$ cat config.mk
export PLATFORM = sky130hd
export DESIGN_NAME = mamp_regs
export DESIGN_NICKNAME = d
export VERILOG_FILES = /design/src/verilog/mamp_pkg.sv /design/src/verilog/mamp_regs.sv
export SDC_FILE = /design/constraint.sdc
export NUM_CORES = 2
export LEC_CHECK = 0
export BUFFER_PORTS_ARGS = -buffer_cell sky130_fd_sc_hd__buf_4
export CORE_UTILIZATION = 60
export CTS_BUF_LIST = sky130_fd_sc_hd__clkbuf_4
export CTS_CLUSTER_SIZE = 20
export DETAILED_ROUTE_END_ITERATION = 6
export PLACE_DENSITY = 0.83
export RECOVER_POWER = 50
export SLEW_MARGIN = 20
export SYNTH_ARGS = -nofsm -noshare
export SYNTH_HDL_FRONTEND = slang
export SYNTH_SLANG_ARGS = --single-unit
$ cat constraint.sdc
create_clock -name i_clk -period 49.7 [get_ports i_clk]
set_input_delay 9.94 -clock i_clk [delete_from_list [all_inputs] [get_ports i_clk]]
set_output_delay 9.94 -clock i_clk [all_outputs]
set_load 0.02 [all_outputs]
$ cat src/verilog/mamp_pkg.sv
/*
 * Shared constants and carrier types for the monitor alarm, mask and
 * password register bank. Assumes an I2C slave front end that turns bus
 * transactions into single-byte read and write strobes.
 */
package mamp_pkg;

  // Lower memory map
  localparam logic [7:0] WARN_STATUS_ADDR = 8'h75;
  localparam logic [7:0] GAP_FIRST_ADDR = 8'h76;
  localparam logic [7:0] GAP_LAST_ADDR = 8'h7a;
  localparam logic [7:0] ENTRY_FIRST_ADDR = 8'h7b;
  localparam logic [7:0] ENTRY_LAST_ADDR = 8'h7e;
  localparam logic [7:0] TABLE_SEL_ADDR = 8'h7f;

  // Upper memory map, table one
  localparam logic [7:0] REGION_A_FIRST = 8'h80;
  localparam logic [7:0] REGION_A_LAST = 8'hbf;
  localparam logic [7:0] REGION_B_FIRST = 8'hc0;
  localparam logic [7:0] REGION_B_LAST = 8'hf7;
  localparam logic [7:0] MASK_ENV_ADDR = 8'hf8;
  localparam logic [7:0] MASK_MON34_ADDR = 8'hf9;
  localparam logic [7:0] MASK_FAST_ADDR = 8'hfa;
  localparam logic [7:0] MASK_SIGBIAS_ADDR = 8'hfb;
  localparam logic [7:0] TABLE_ONE = 8'h01;
  localparam logic [7:0] TABLE_MASK_ALT = 8'h05;
  localparam int EEPROM_BYTES = 120;

  // Writable bits of each alarm-enable byte
  localparam logic [7:0] MASK_ENV_WMASK = 8'hff;
  localparam logic [7:0] MASK_MON34_WMASK = 8'hf0;
  localparam logic [7:0] MASK_FAST_WMASK = 8'h0b;
  localparam logic [7:0] MASK_SIGBIAS_WMASK = 8'hc8;

  // Field positions
  localparam int FAST_HIGH_BIAS_BIT = 3;
  localparam int FAST_POWER_HIGH_BIT = 1;
  localparam int FAST_POWER_LOW_BIT = 0;
  localparam int SB_SIGLOSS_HIGH_BIT = 7;
  localparam int SB_SIGLOSS_LOW_BIT = 6;
  localparam int SB_BIAS_MAX_BIT = 3;

  // Reset values
  localparam logic [7:0] WARN_STATUS_RESET = 8'h00;
  localparam logic [7:0] MASK_RESET = 8'h00;
  localparam logic [7:0] EEPROM_RESET = 8'h00;
  localparam logic [31:0] ENTRY_RESET = 32'hffffffff;
  localparam logic [7:0] READ_ZERO = 8'h00;

  typedef enum logic [1:0] {
    PRIV_NONE = 2'b00,
    PRIV_LOWER = 2'b01,
    PRIV_HIGHER = 2'b10
  } mamp_priv_type;

  typedef struct packed {
    logic wr;
    logic rd;
    logic [7:0] addr;
    logic [7:0] wdata;
  } mamp_req_type;

  typedef struct packed {
    logic a_read;
    logic a_readwrite;
    logic b_read;
    logic b_readwrite;
    logic c_read;
    logic c_readwrite;
  } mamp_rights_type;

  typedef struct packed {
    logic [7:0] env_alarm;
    logic [3:0] mon34_alarm;
    logic [7:0] env_warning;
    logic high_bias_fast_alarm;
    logic tx_power_high_alarm;
    logic tx_power_low_alarm;
    logic signal_loss_high_alarm;
    logic signal_loss_low_alarm;
    logic bias_max_alarm;
  } mamp_alarms_type;

  typedef struct packed {
    logic monitor_three_high;
    logic monitor_three_low;
    logic monitor_four_high;
    logic monitor_four_low;
  } mamp_mon34_type;

  typedef struct packed {
    logic [7:0] env;
    logic [7:0] mon34;
    logic [7:0] fast_tx;
    logic [7:0] signal_bias;
  } mamp_masks_type;

endpackage : mamp_pkg

$ cat src/verilog/mamp_regs.sv
/*
 * Monitor warning status, password entry, table selector, table-one
 * user EEPROM regions and alarm-enable masks with the interrupt and
 * shutdown gating they drive. Assumes byte strobes from an I2C slave
 * front end, synchronous inputs and nonvolatile values supplied by the
 * surrounding memory controller.
 */
//
// Function
// - Status bits 7/6 show monitor-3 high/low warning of last measurement.
// - Status bits 5/4 show monitor-4 high/low warning of last measurement.
// - Reserved gap bytes 76h-7Ah read zero; writes ignored.
// - Four-byte password entry at 7Bh-7Eh, first byte most significant.
// - Two privilege levels; higher includes every right of lower.
// - Password references live in nonvolatile storage reachable by higher level.
// - Password entry powers up as all ones, granting no privilege.
// - Password entry is write-only; reads return zero.
// - Table selector picks the upper table; readable and writable by all.
// - Table selector loads its power-on value from table two at start.
// - Region A 80h-BFh gated by higher privilege or region-A rights.
// - Region B C0h-F7h gated by higher privilege or region-B rights.
// - Alarm-enable bytes gated by region-C rights; shadowed nonvolatile.
// - First enable byte gates environment alarms onto transmit fault.
// - Second enable byte bits 7-4 gate monitor-3/4 alarms; rest reserved.
// - Third byte bits 3,1,0 gate fast alarms onto laser shutdown.
// - Fourth byte bits 7,6 gate signal-loss alarms onto transmit fault.
// - Fourth byte bit 3 gates maximum-bias alarm onto laser shutdown.
// - Enable bytes sit in table 01h or 05h per mask-location bit.
// - Transmit fault ORs enabled alarms, warnings and four unmaskable alarms.
`timescale 1ns/1ps

module mamp_regs #(
  parameter int EEPROM_DEPTH = 120
) (
  // Clock and reset
  input wire logic i_clk,
  input wire logic i_reset,
  // Byte access from the serial slave port
  input wire mamp_pkg::mamp_req_type i_req,
  output logic [7:0] o_rdata,
  output logic o_rvalid,
  // Nonvolatile settings held elsewhere
  input wire logic [31:0] i_lower_privilege_password,
  input wire logic [31:0] i_higher_privilege_password,
  input wire logic [7:0] i_table_select_poweron_value,
  input wire logic i_mask_location,
  input wire mamp_pkg::mamp_rights_type i_rights,
  input wire logic [15:0] i_warning_enable,
  // Measurement results and alarms
  input wire logic i_meas_valid,
  input wire mamp_pkg::mamp_mon34_type i_mon34_flags,
  input wire mamp_pkg::mamp_alarms_type i_alarms,
  // Block outputs
  output logic o_transmit_fault_interrupt,
  output logic o_laser_shutdown_gate,
  output logic [1:0] o_privilege,
  output logic [7:0] o_upper_table_selector,
  output logic o_mask_nv_write
);

  // Index is the low seven address bits, so only this depth fits
  if (EEPROM_DEPTH != mamp_pkg::EEPROM_BYTES) begin : g_bad_depth
    $error("EEPROM_DEPTH must match the two table-one regions");
  end

  logic [7:0] status_q;
  logic [31:0] entry_q;
  logic [7:0] sel_q;
  logic init_done_q;
  mamp_pkg::mamp_priv_type priv_q;
  mamp_pkg::mamp_masks_type masks_q;
  logic [7:0] eeprom_q [0:EEPROM_DEPTH-1];
  logic [7:0] rdata_q;
  logic rvalid_q;
  logic txf_q;
  logic shut_q;
  logic mask_wr_q;

  // Address decode
  wire [7:0] addr = i_req.addr;
  wire is_upper = addr[7];
  wire [6:0] ee_idx = addr[6:0];
  wire sel_table_one = (sel_q == mamp_pkg::TABLE_ONE);
  wire [7:0] mask_table = i_mask_location ? mamp_pkg::TABLE_MASK_ALT
                                          : mamp_pkg::TABLE_ONE;
  wire hit_status = (addr == mamp_pkg::WARN_STATUS_ADDR);
  wire hit_entry = (addr >= mamp_pkg::ENTRY_FIRST_ADDR) &&
                   (addr <= mamp_pkg::ENTRY_LAST_ADDR);
  wire hit_sel = (addr == mamp_pkg::TABLE_SEL_ADDR);
  wire hit_a = is_upper && sel_table_one &&
               (addr <= mamp_pkg::REGION_A_LAST);
  wire hit_b = sel_table_one && (addr >= mamp_pkg::REGION_B_FIRST) &&
               (addr <= mamp_pkg::REGION_B_LAST);
  wire hit_mask = (sel_q == mask_table) &&
                  (addr >= mamp_pkg::MASK_ENV_ADDR) &&
                  (addr <= mamp_pkg::MASK_SIGBIAS_ADDR);

  // Access rights; higher privilege always covers lower
  wire is_high = (priv_q == mamp_pkg::PRIV_HIGHER);
  wire is_low = (priv_q == mamp_pkg::PRIV_LOWER);
  wire rd_a = is_high || (is_low && (i_rights.a_read ||
              i_rights.a_readwrite));
  wire wr_a = is_high || (is_low && i_rights.a_readwrite);
  wire rd_b = is_high || (is_low && (i_rights.b_read ||
              i_rights.b_readwrite));
  wire wr_b = is_high || (is_low && i_rights.b_readwrite);
  wire rd_c = is_high || (is_low && (i_rights.c_read ||
              i_rights.c_readwrite));
  wire wr_c = is_high || (is_low && i_rights.c_readwrite);

  wire ee_we = i_req.wr && ((hit_a && wr_a) || (hit_b && wr_b));
  wire mask_we = i_req.wr && hit_mask && wr_c;
  wire entry_we = i_req.wr && hit_entry;
  wire sel_we = i_req.wr && hit_sel;
  wire [1:0] entry_byte = 2'(addr - mamp_pkg::ENTRY_FIRST_ADDR);
  wire [1:0] mask_byte = 2'(addr - mamp_pkg::MASK_ENV_ADDR);

  // Read mux; denied, reserved and write-only bytes read zero
  logic [7:0] mask_rd;
  always_comb begin
    case (mask_byte)
      2'd0: mask_rd = masks_q.env;
      2'd1: mask_rd = masks_q.mon34;
      2'd2: mask_rd = masks_q.fast_tx;
      default: mask_rd = masks_q.signal_bias;
    endcase
  end
  wire [7:0] rd_mux =
    hit_status ? status_q :
    hit_sel ? sel_q :
    (hit_a && rd_a) ? eeprom_q[ee_idx] :
    (hit_b && rd_b) ? eeprom_q[ee_idx] :
    (hit_mask && rd_c) ? mask_rd :
    mamp_pkg::READ_ZERO;

  // Privilege from password match, highest level first
  wire match_high = (entry_q == i_higher_privilege_password);
  wire match_low = (entry_q == i_lower_privilege_password);
  wire mamp_pkg::mamp_priv_type priv_d =
    match_high ? mamp_pkg::PRIV_HIGHER :
    match_low ? mamp_pkg::PRIV_LOWER : mamp_pkg::PRIV_NONE;

  // Interrupt and shutdown gating
  wire env_hit = |(i_alarms.env_alarm & masks_q.env);
  wire mon34_hit = |(i_alarms.mon34_alarm & masks_q.mon34[7:4]);
  wire los_hit =
    (i_alarms.signal_loss_high_alarm &
     masks_q.signal_bias[mamp_pkg::SB_SIGLOSS_HIGH_BIT]) |
    (i_alarms.signal_loss_low_alarm &
     masks_q.signal_bias[mamp_pkg::SB_SIGLOSS_LOW_BIT]);
  wire warn_hit = |(i_alarms.env_warning & i_warning_enable[15:8]) |
                  |(status_q[7:4] & i_warning_enable[7:4]);
  wire unmaskable = i_alarms.tx_power_high_alarm |
                    i_alarms.tx_power_low_alarm |
                    i_alarms.bias_max_alarm |
                    i_alarms.high_bias_fast_alarm;
  wire txf_d = env_hit | mon34_hit | los_hit | warn_hit |
               unmaskable;
  wire shut_d =
    (i_alarms.high_bias_fast_alarm &
     masks_q.fast_tx[mamp_pkg::FAST_HIGH_BIAS_BIT]) |
    (i_alarms.tx_power_high_alarm &
     masks_q.fast_tx[mamp_pkg::FAST_POWER_HIGH_BIT]) |
    (i_alarms.tx_power_low_alarm &
     masks_q.fast_tx[mamp_pkg::FAST_POWER_LOW_BIT]) |
    (i_alarms.bias_max_alarm &
     masks_q.signal_bias[mamp_pkg::SB_BIAS_MAX_BIT]);

  // Warning status captured per completed measurement
  always_ff @(posedge i_clk or posedge i_reset) begin
    if (i_reset) begin
      status_q <= mamp_pkg::WARN_STATUS_RESET;
    end else if (i_meas_valid) begin
      status_q <= {i_mon34_flags, 4'h0};
    end
  end

  always_ff @(posedge i_clk or posedge i_reset) begin
    if (i_reset) begin
      entry_q <= mamp_pkg::ENTRY_RESET;
    end else if (entry_we) begin
      entry_q[8*(3-entry_byte) +: 8] <= i_req.wdata;
    end
  end

  always_ff @(posedge i_clk or posedge i_reset) begin
    if (i_reset) begin
      priv_q <= mamp_pkg::PRIV_NONE;
    end else begin
      priv_q <= priv_d;
    end
  end

  // Power-on table is caught after reset release, not under it
  always_ff @(posedge i_clk or posedge i_reset) begin
    if (i_reset) begin
      init_done_q <= 1'b0;
      sel_q <= 8'h00;
    end else if (!init_done_q) begin
      init_done_q <= 1'b1;
      sel_q <= i_table_select_poweron_value;
    end else if (sel_we) begin
      sel_q <= i_req.wdata;
    end
  end

  // Shadow copy; o_mask_nv_write asks the EE controller to persist it
  always_ff @(posedge i_clk or posedge i_reset) begin
    if (i_reset) begin
      masks_q <= {4{mamp_pkg::MASK_RESET}};
      mask_wr_q <= 1'b0;
    end else begin
      mask_wr_q <= mask_we;
      if (mask_we) begin
        case (mask_byte)
          2'd0: masks_q.env <= i_req.wdata & mamp_pkg::MASK_ENV_WMASK;
          2'd1: masks_q.mon34 <= i_req.wdata & mamp_pkg::MASK_MON34_WMASK;
          2'd2: masks_q.fast_tx <= i_req.wdata & mamp_pkg::MASK_FAST_WMASK;
          default: masks_q.signal_bias <=
            i_req.wdata & mamp_pkg::MASK_SIGBIAS_WMASK;
        endcase
      end
    end
  end

  always_ff @(posedge i_clk or posedge i_reset) begin
    if (i_reset) begin
      for (int i = 0; i < EEPROM_DEPTH; i++) begin
        eeprom_q[i] <= mamp_pkg::EEPROM_RESET;
      end
    end else if (ee_we) begin
      eeprom_q[ee_idx] <= i_req.wdata;
    end
  end

  always_ff @(posedge i_clk or posedge i_reset) begin
    if (i_reset) begin
      rdata_q <= 8'h00;
      rvalid_q <= 1'b0;
    end else begin
      rvalid_q <= i_req.rd;
      if (i_req.rd) begin
        rdata_q <= rd_mux;
      end
    end
  end

  always_ff @(posedge i_clk or posedge i_reset) begin
    if (i_reset) begin
      txf_q <= 1'b0;
      shut_q <= 1'b0;
    end else begin
      txf_q <= txf_d;
      shut_q <= shut_d;
    end
  end

  assign o_rdata = rdata_q;
  assign o_rvalid = rvalid_q;
  assign o_transmit_fault_interrupt = txf_q;
  assign o_laser_shutdown_gate = shut_q;
  assign o_privilege = priv_q;
  assign o_upper_table_selector = sel_q;
  assign o_mask_nv_write = mask_wr_q;
endmodule : mamp_regs

== After elaboration in Yosys (flattened, before gate mapping) ==
Index checks and enable logic that the tools add are counted.
Storage, ports and cells
  flip-flop bits (word level): 1037
  latch bits: 0
  memory bits (writable): 0
  bits in read-only memories: 0
  input bits: 146
  output and inout bits: 22
  logic and storage cells: 246
  memories kept: 0
Cells by class
  $add $sub $neg: 4
  multipliers: 0
  div/mod/pow operators: 0
  order comparisons: 9
  equal/unequal tests: 11
  shift operators: 2
  multiplexer cells: 18
  bitwise logic cells: 24
  reductions and logical operators: 44
Operator list (count)
  $bwmux W960: 1
  $mux W8: 10
  $eq A32 B32 Y1: 2
  $bmux W8 S7: 1
  $demux W8 S7: 1
  $neg A32 Y34: 1
  $shift A8 B34 Y32 const A: 1
  $shiftx A8 B34 Y32: 1
  $bwmux W32: 1
  $ge A8 B8 Y1 const B: 3
  $le A8 B8 Y1 const B: 3
  $logic_and A1 B1 Y1: 24
  $pmux W8 S3: 1
  $and A8 B8 Y8: 2
  $eq A8 B7 Y1 const B: 2
  $reduce_or A8 Y1: 2
  $or A1 B1 Y1: 12
  $logic_or A1 B1 Y1: 10
  $and A4 B4 Y4: 2
  $eq A8 B1 Y1 const B: 1
  $eq A8 B3 Y1: 1
  $ge A8 B7 Y1 const B: 1
  $le A8 B7 Y1 const B: 1
  $lt A8 B1 Y1 const B: 1
  16 further kinds: 27

== Depth between registers and ports, before layout ==
  depth after elaboration: 10
  depth in mapped cells: 14
  gate-level depth less buffers: 8

== Worst setup path after synthesis ==
No wires, ideal clock.
  path kind: input to register
  start point: input port i_req[9] (netlist bit)
  end point: register rdata_q[3], in the netlist o_rdata[3]
  setup time: 0.095 ns
  data arrival time: 12.533 ns
  data required time: 49.605 ns
  slack: 37.071 ns
  stages on the path: 13
  buffers on the path: 5
  cell sequence: buf_2 > buf_2 > buf_2 > inv_1 > clkbuf_1 > clkbuf_1 > ha_1 > and3_1 > nand2_1 > o221ai_1 > a211o_1 > or4_1 > o31ai_1
Between the ends
  cells in the longest elaborated chain, start to end: 9
  elaborated cells on any way between the ends: 29
  those cells by class: add/sub (1); order compare (5); eq/ne (4); mux (9); bitwise (1); reduce/logical (9)
RTL lines
  from (decl): line mamp_regs.sv:39  | input wire mamp_pkg::mamp_req_type i_req,
  parallel branches: the longest is 8 deep, another holds $not A7 Y8
  $mux W8 *: line mamp_regs.sv:129  | hit_status ? status_q :
  to (signal assigned): line mamp_regs.sv:243  | rdata_q <= rd_mux;
  to (decl): line mamp_regs.sv:73  | logic [7:0] rdata_q;
Mark *: on every way between the ends. The select of a mux whose other input is x is not followed.
A chain may end at the register's enable or synchronous reset.

==> flow_metrics.env <==
export IMPL_avgSynthCellArea_sq_um=13.1
export IMPL_grt_start_max_net_pins=188
export IMPL_grt_pass1_vias=36100
export IMPL_worstMarginPinSlew_ns=7.68
export IMPL_start_util_pct=60.8
export IMPL_viasPerCell=6.81
export IMPL_multi_input_area_sq_mm=0.0208
export IMPL_ff2ff_path_depth=6
export IMPL_hold_viol=0
export IMPL_core_sq_mm=0.0791
export IMPL_routedWlPerCell_microns=28.7
export IMPL_worstPathMaxFanout=144
export IMPL_pwr_density_cell_mw_per_mm2=31.4
export IMPL_crit_top_cell="clkbuf_1"
export IMPL_die_h_microns=285
export IMPL_num_vias=34900
export IMPL_routed_wl_microns=147000
export IMPL_cp_end_kind="async pin"
export IMPL_clockPowerShare_pct=42.2
export IMPL_clock_skew_final_ns=0.102
export IMPL_synth_cells=3685
export IMPL_drtAntennaViolNets=0
export IMPL_finalMaxSlewViolations=914
export IMPL_num_rows=103
export IMPL_grt_antenna_before_repair=9
export IMPL_crit_path_top_delay_cell="clkbuf_1"
export IMPL_finalPower_mw=1.67
export IMPL_setup_violations_final=0
export IMPL_hold_class="reg2reg"
export IMPL_rsz0062_at_grt="no"
export IMPL_syn_area_sq_mm=0.0481
export IMPL_port_buffers=163
export IMPL_path_cells="clkbuf_1 -> clkinvlp_2 -> clkbuf_1 -> clkbuf_1 -> clkbuf_1 -> clkbuf_1 -> buf_4 -> buf_4"
export IMPL_synth_async_reset_ratio_pct=100
export IMPL_clock_sinks=1037
export IMPL_drive_gt1_share_pct=30.8
export IMPL_track_usage_pct=36.7
export IMPL_static_leakage_power_nw=26.8
export IMPL_vdd_drop_max_mv=0.0272
export IMPL_critPathRequiredTime_ns=50.82
export IMPL_synth_seq_cells=1037
export IMPL_p_sw_share_pct=25.7
export IMPL_fmax_mhz=39.1
export IMPL_relSlewSlack_pct=-412
export IMPL_ios=168
export IMPL_cts_tree="done"
export IMPL_area_delta_synth_final_pct=10.1
export IMPL_synth_edf_count=0
export IMPL_drc=0
export IMPL_cts_made_buffers=279
export IMPL_p_sw_mw=0.429
export IMPL_post_dp_hpwl_microns=91400
export IMPL_min_period_over_period_pct=51.5
export IMPL_gp_congestion=0.929
export IMPL_r2r_start="o_upper_table_selector[3]$_DFFE_PP0P_"
export IMPL_worst_path_largest_cell_delay_ns=5.48
export IMPL_dieArea_sq_mm=0.0814
export IMPL_cp_start_kind="input pin"
export IMPL_cts_setup_buffers=0
export IMPL_arrival_ns=26.72
export IMPL_overflow=0
export IMPL_power_frac_comb_pct=6.9
export IMPL_syn_nets=3838
export IMPL_nets=4084
export IMPL_ys_types=83
export IMPL_seqPwrFrac_pct=50.9
export IMPL_cts_max_level=5
export IMPL_hold_buffers=0
export IMPL_fillers=5705
export IMPL_tns_ns=0
export IMPL_grt_first_pass_wirelength_microns=223000
export IMPL_cts_resized=0
export IMPL_startpoint="i_reset"
export IMPL_drt_iter0_markers=3653
export IMPL_first_pass_iters=6
export IMPL_ctsLongestPathBuffers=4
export IMPL_hold_ws_ns=0.487
export IMPL_synth_ff_type="dfrtp_1"
export IMPL_ys_seq_area_share_pct=54.0
export IMPL_hold_start="eeprom_q[642]$_DFFE_PP0P_"
export IMPL_fin_crit_ns=25.60
export IMPL_clock_latency_ns=1.20
export IMPL_drv_cap=14
export IMPL_violations="capacitance limit, slew limit"
export IMPL_cts_root_buffer_cell="clkbuf_4"
export IMPL_die_w_microns=285
export IMPL_status="finished, violations left"
export IMPL_critPathKind="in2async"
export IMPL_ff_latch_area_sq_mm=0.0260
export IMPL_clkTransAtPathRegs_ns=0.07
export IMPL_yosysWarnings=0
export IMPL_min_path_cells=1
export IMPL_p_int_mw=1.24
==> worst max-delay path: cells and delay by family <==
kind | cells | cell delay, ns
buf+inv | 8 | 16.48
==> through the flow <==
step                cells  worst slack [ns]  cell area (sq um)  utilization [%]
floorplan            3685             10.63              48100                -
global placement     4698             34.82              50100             63.4
detailed placement   4698             34.81              50100             63.4
CTS                  5115             35.98              53200             67.3
global route         5122             21.03              53000             67.0
finish               5128             24.10              53000             67.0
==> per-layer routing <==
| layer | vias to the layer above | GRT usage [%] | part of all wire, % | wire length [microns] |
|---|---|---|---|---|
| li1 | 14400 | - | - | - |
| met3 | 597 | 13.8 | 12 | 17900 |
| met4 | 8 | 22.0 | 6.3 | 9310 |
| met2 | 2166 | 53.9 | 44 | 65100 |
| met5 | - | 0 | 0.045 | 66 |
| met1 | 17800 | 46.2 | 37 | 54700 |
==> synth_stat cells, drive strengths merged, types with 6 or more instances <==
library cell / n / share of area, %
nand3: 15 / 0.16
o221ai: 51 / 0.93
o22ai: 91 / 1.2
nor3: 20 / 0.22
a22o: 25 / 0.45
a2bb2oi: 9 / 0.16
o21ai: 86 / 0.92
or4: 10 / 0.16
o22a: 10 / 0.18
nor2: 90 / 0.75
a222oi: 6 / 0.12
o2111ai: 6 / 0.11
mux2: 1055 / 25
a22oi: 72 / 1.1
nand2: 258 / 2.3
buf: 94 / 1.1
xor2: 65 / 1.2
nand2b: 14 / 0.18
mux4: 21 / 0.98
o31ai: 18 / 0.28
mux2i: 87 / 1.8
nand4: 22 / 0.29
dfrtp: 1005 / 52
and3: 6 / 0.078
a221o: 21 / 0.44
clkbuf: 183 / 1.4
a31oi: 21 / 0.27
a211oi: 8 / 0.12
a21oi: 73 / 0.76
o211ai: 12 / 0.19
inv: 10 / 0.078
a221oi: 65 / 1.2
dfstp: 32 / 1.7
nor2b: 14 / 0.18
ha: 7 / 0.18
nor4: 23 / 0.31
==> kinds of logic (layout without fill, tap and decap cells) <==
family                   Yosys count  count (layout)  share of synthesized area, %
multiplexers                    1163            1163                          27.5
flip-flops                      1037            1037                          54.0
AO/OA/AOI/OAI                    616             616                          9.25
AND/OR/NAND/NOR                  506             506                          5.28
buffers and inverters            290             672                          2.63
XOR/XNOR                          65              65                          1.18
adder cells (fa/ha/maj)            7               7                         0.182
other                              1              12                       0.00779
==> power groups by stage <==
stage	clock [mW]	sequential [mW]	combinational [mW]
after floorplan	0	0.866	0.0609
final	0.703	0.849	0.115
after detailed placement	0	0.864	0.112
after global placement	0	0.864	0.111
after CTS	0.707	0.848	0.112
after global routing	0.753	0.848	0.120
==> worst paths after layout <==
path                                             end  slack, ns
min in group asynchronous  eeprom_q[589]$_DFFE_PP0P_      10.04
setup reg to reg           eeprom_q[541]$_DFFE_PP0P_      43.24
hold / removal             eeprom_q[642]$_DFFE_PP0P_       0.49
setup / recovery           eeprom_q[153]$_DFFE_PP0P_      24.10
max in group i_clk         eeprom_q[541]$_DFFE_PP0P_      32.82
hold reg to reg            eeprom_q[642]$_DFFE_PP0P_       0.49
==> state kept, by name (all words and copies together) (netlist names) <==
register,cells
o_rdata,8
o_mask_nv_write,1
status_q,4
o_laser_shutdown_gate,1
o_privilege,2
o_transmit_fault_interrupt,1
eeprom_q,960
entry_q,32
masks_q,18
o_rvalid,1
init_done_q,1
o_upper_table_selector,8
==> cells in the final DEF (no fill, tap or decap), types with 12 or more instances in the layout <==
| cell type | netlist | routed |
|---|---|---|
| dfrtp_1 | 1005 | 1005 |
| mux2_2 | 532 | 531 |
| mux2_1 | 523 | 524 |
| clkbuf_4 | 0 | 382 |
| nand2_1 | 193 | 214 |
| buf_4 | 13 | 195 |
| o22ai_1 | 91 | 91 |
| mux2i_1 | 87 | 87 |
| nor2_1 | 82 | 86 |
| o21ai_0 | 85 | 86 |
| a21oi_1 | 73 | 73 |
| a22oi_1 | 72 | 72 |
| xor2_1 | 65 | 65 |
| a221oi_1 | 65 | 65 |
| o221ai_1 | 51 | 51 |
| nand2_2 | 65 | 44 |
| clkbuf_1 | 183 | 40 |
| dfstp_2 | 32 | 32 |
| clkinv_1 | 3 | 28 |
| a22o_1 | 25 | 25 |
| nand4_1 | 22 | 22 |
| nor4_1 | 22 | 21 |
| a31oi_1 | 21 | 21 |
| a221o_1 | 21 | 21 |
| mux4_2 | 21 | 21 |
| o31ai_1 | 18 | 18 |
| nor3_1 | 19 | 17 |
| nand2b_1 | 14 | 14 |
| nand3_1 | 15 | 14 |
| o211ai_1 | 12 | 12 |
==> area by class of cell <==
| cell class | instances | share of cell area [%] |
|---|---|---|
| Clock buffer | 380 | 5.38 |
| Sequential cell | 1037 | 49.0 |
| Multi-Input combinational cell | 2358 | 39.3 |
| Timing Repair Buffer | 242 | 3.22 |
| Antenna cell | 11 | 0.0519 |
| Inverter | 13 | 0.0944 |
| Tap cell | 1050 | 2.48 |
| Clock inverter | 37 | 0.427 |
(Power assumes the default switching activity.)
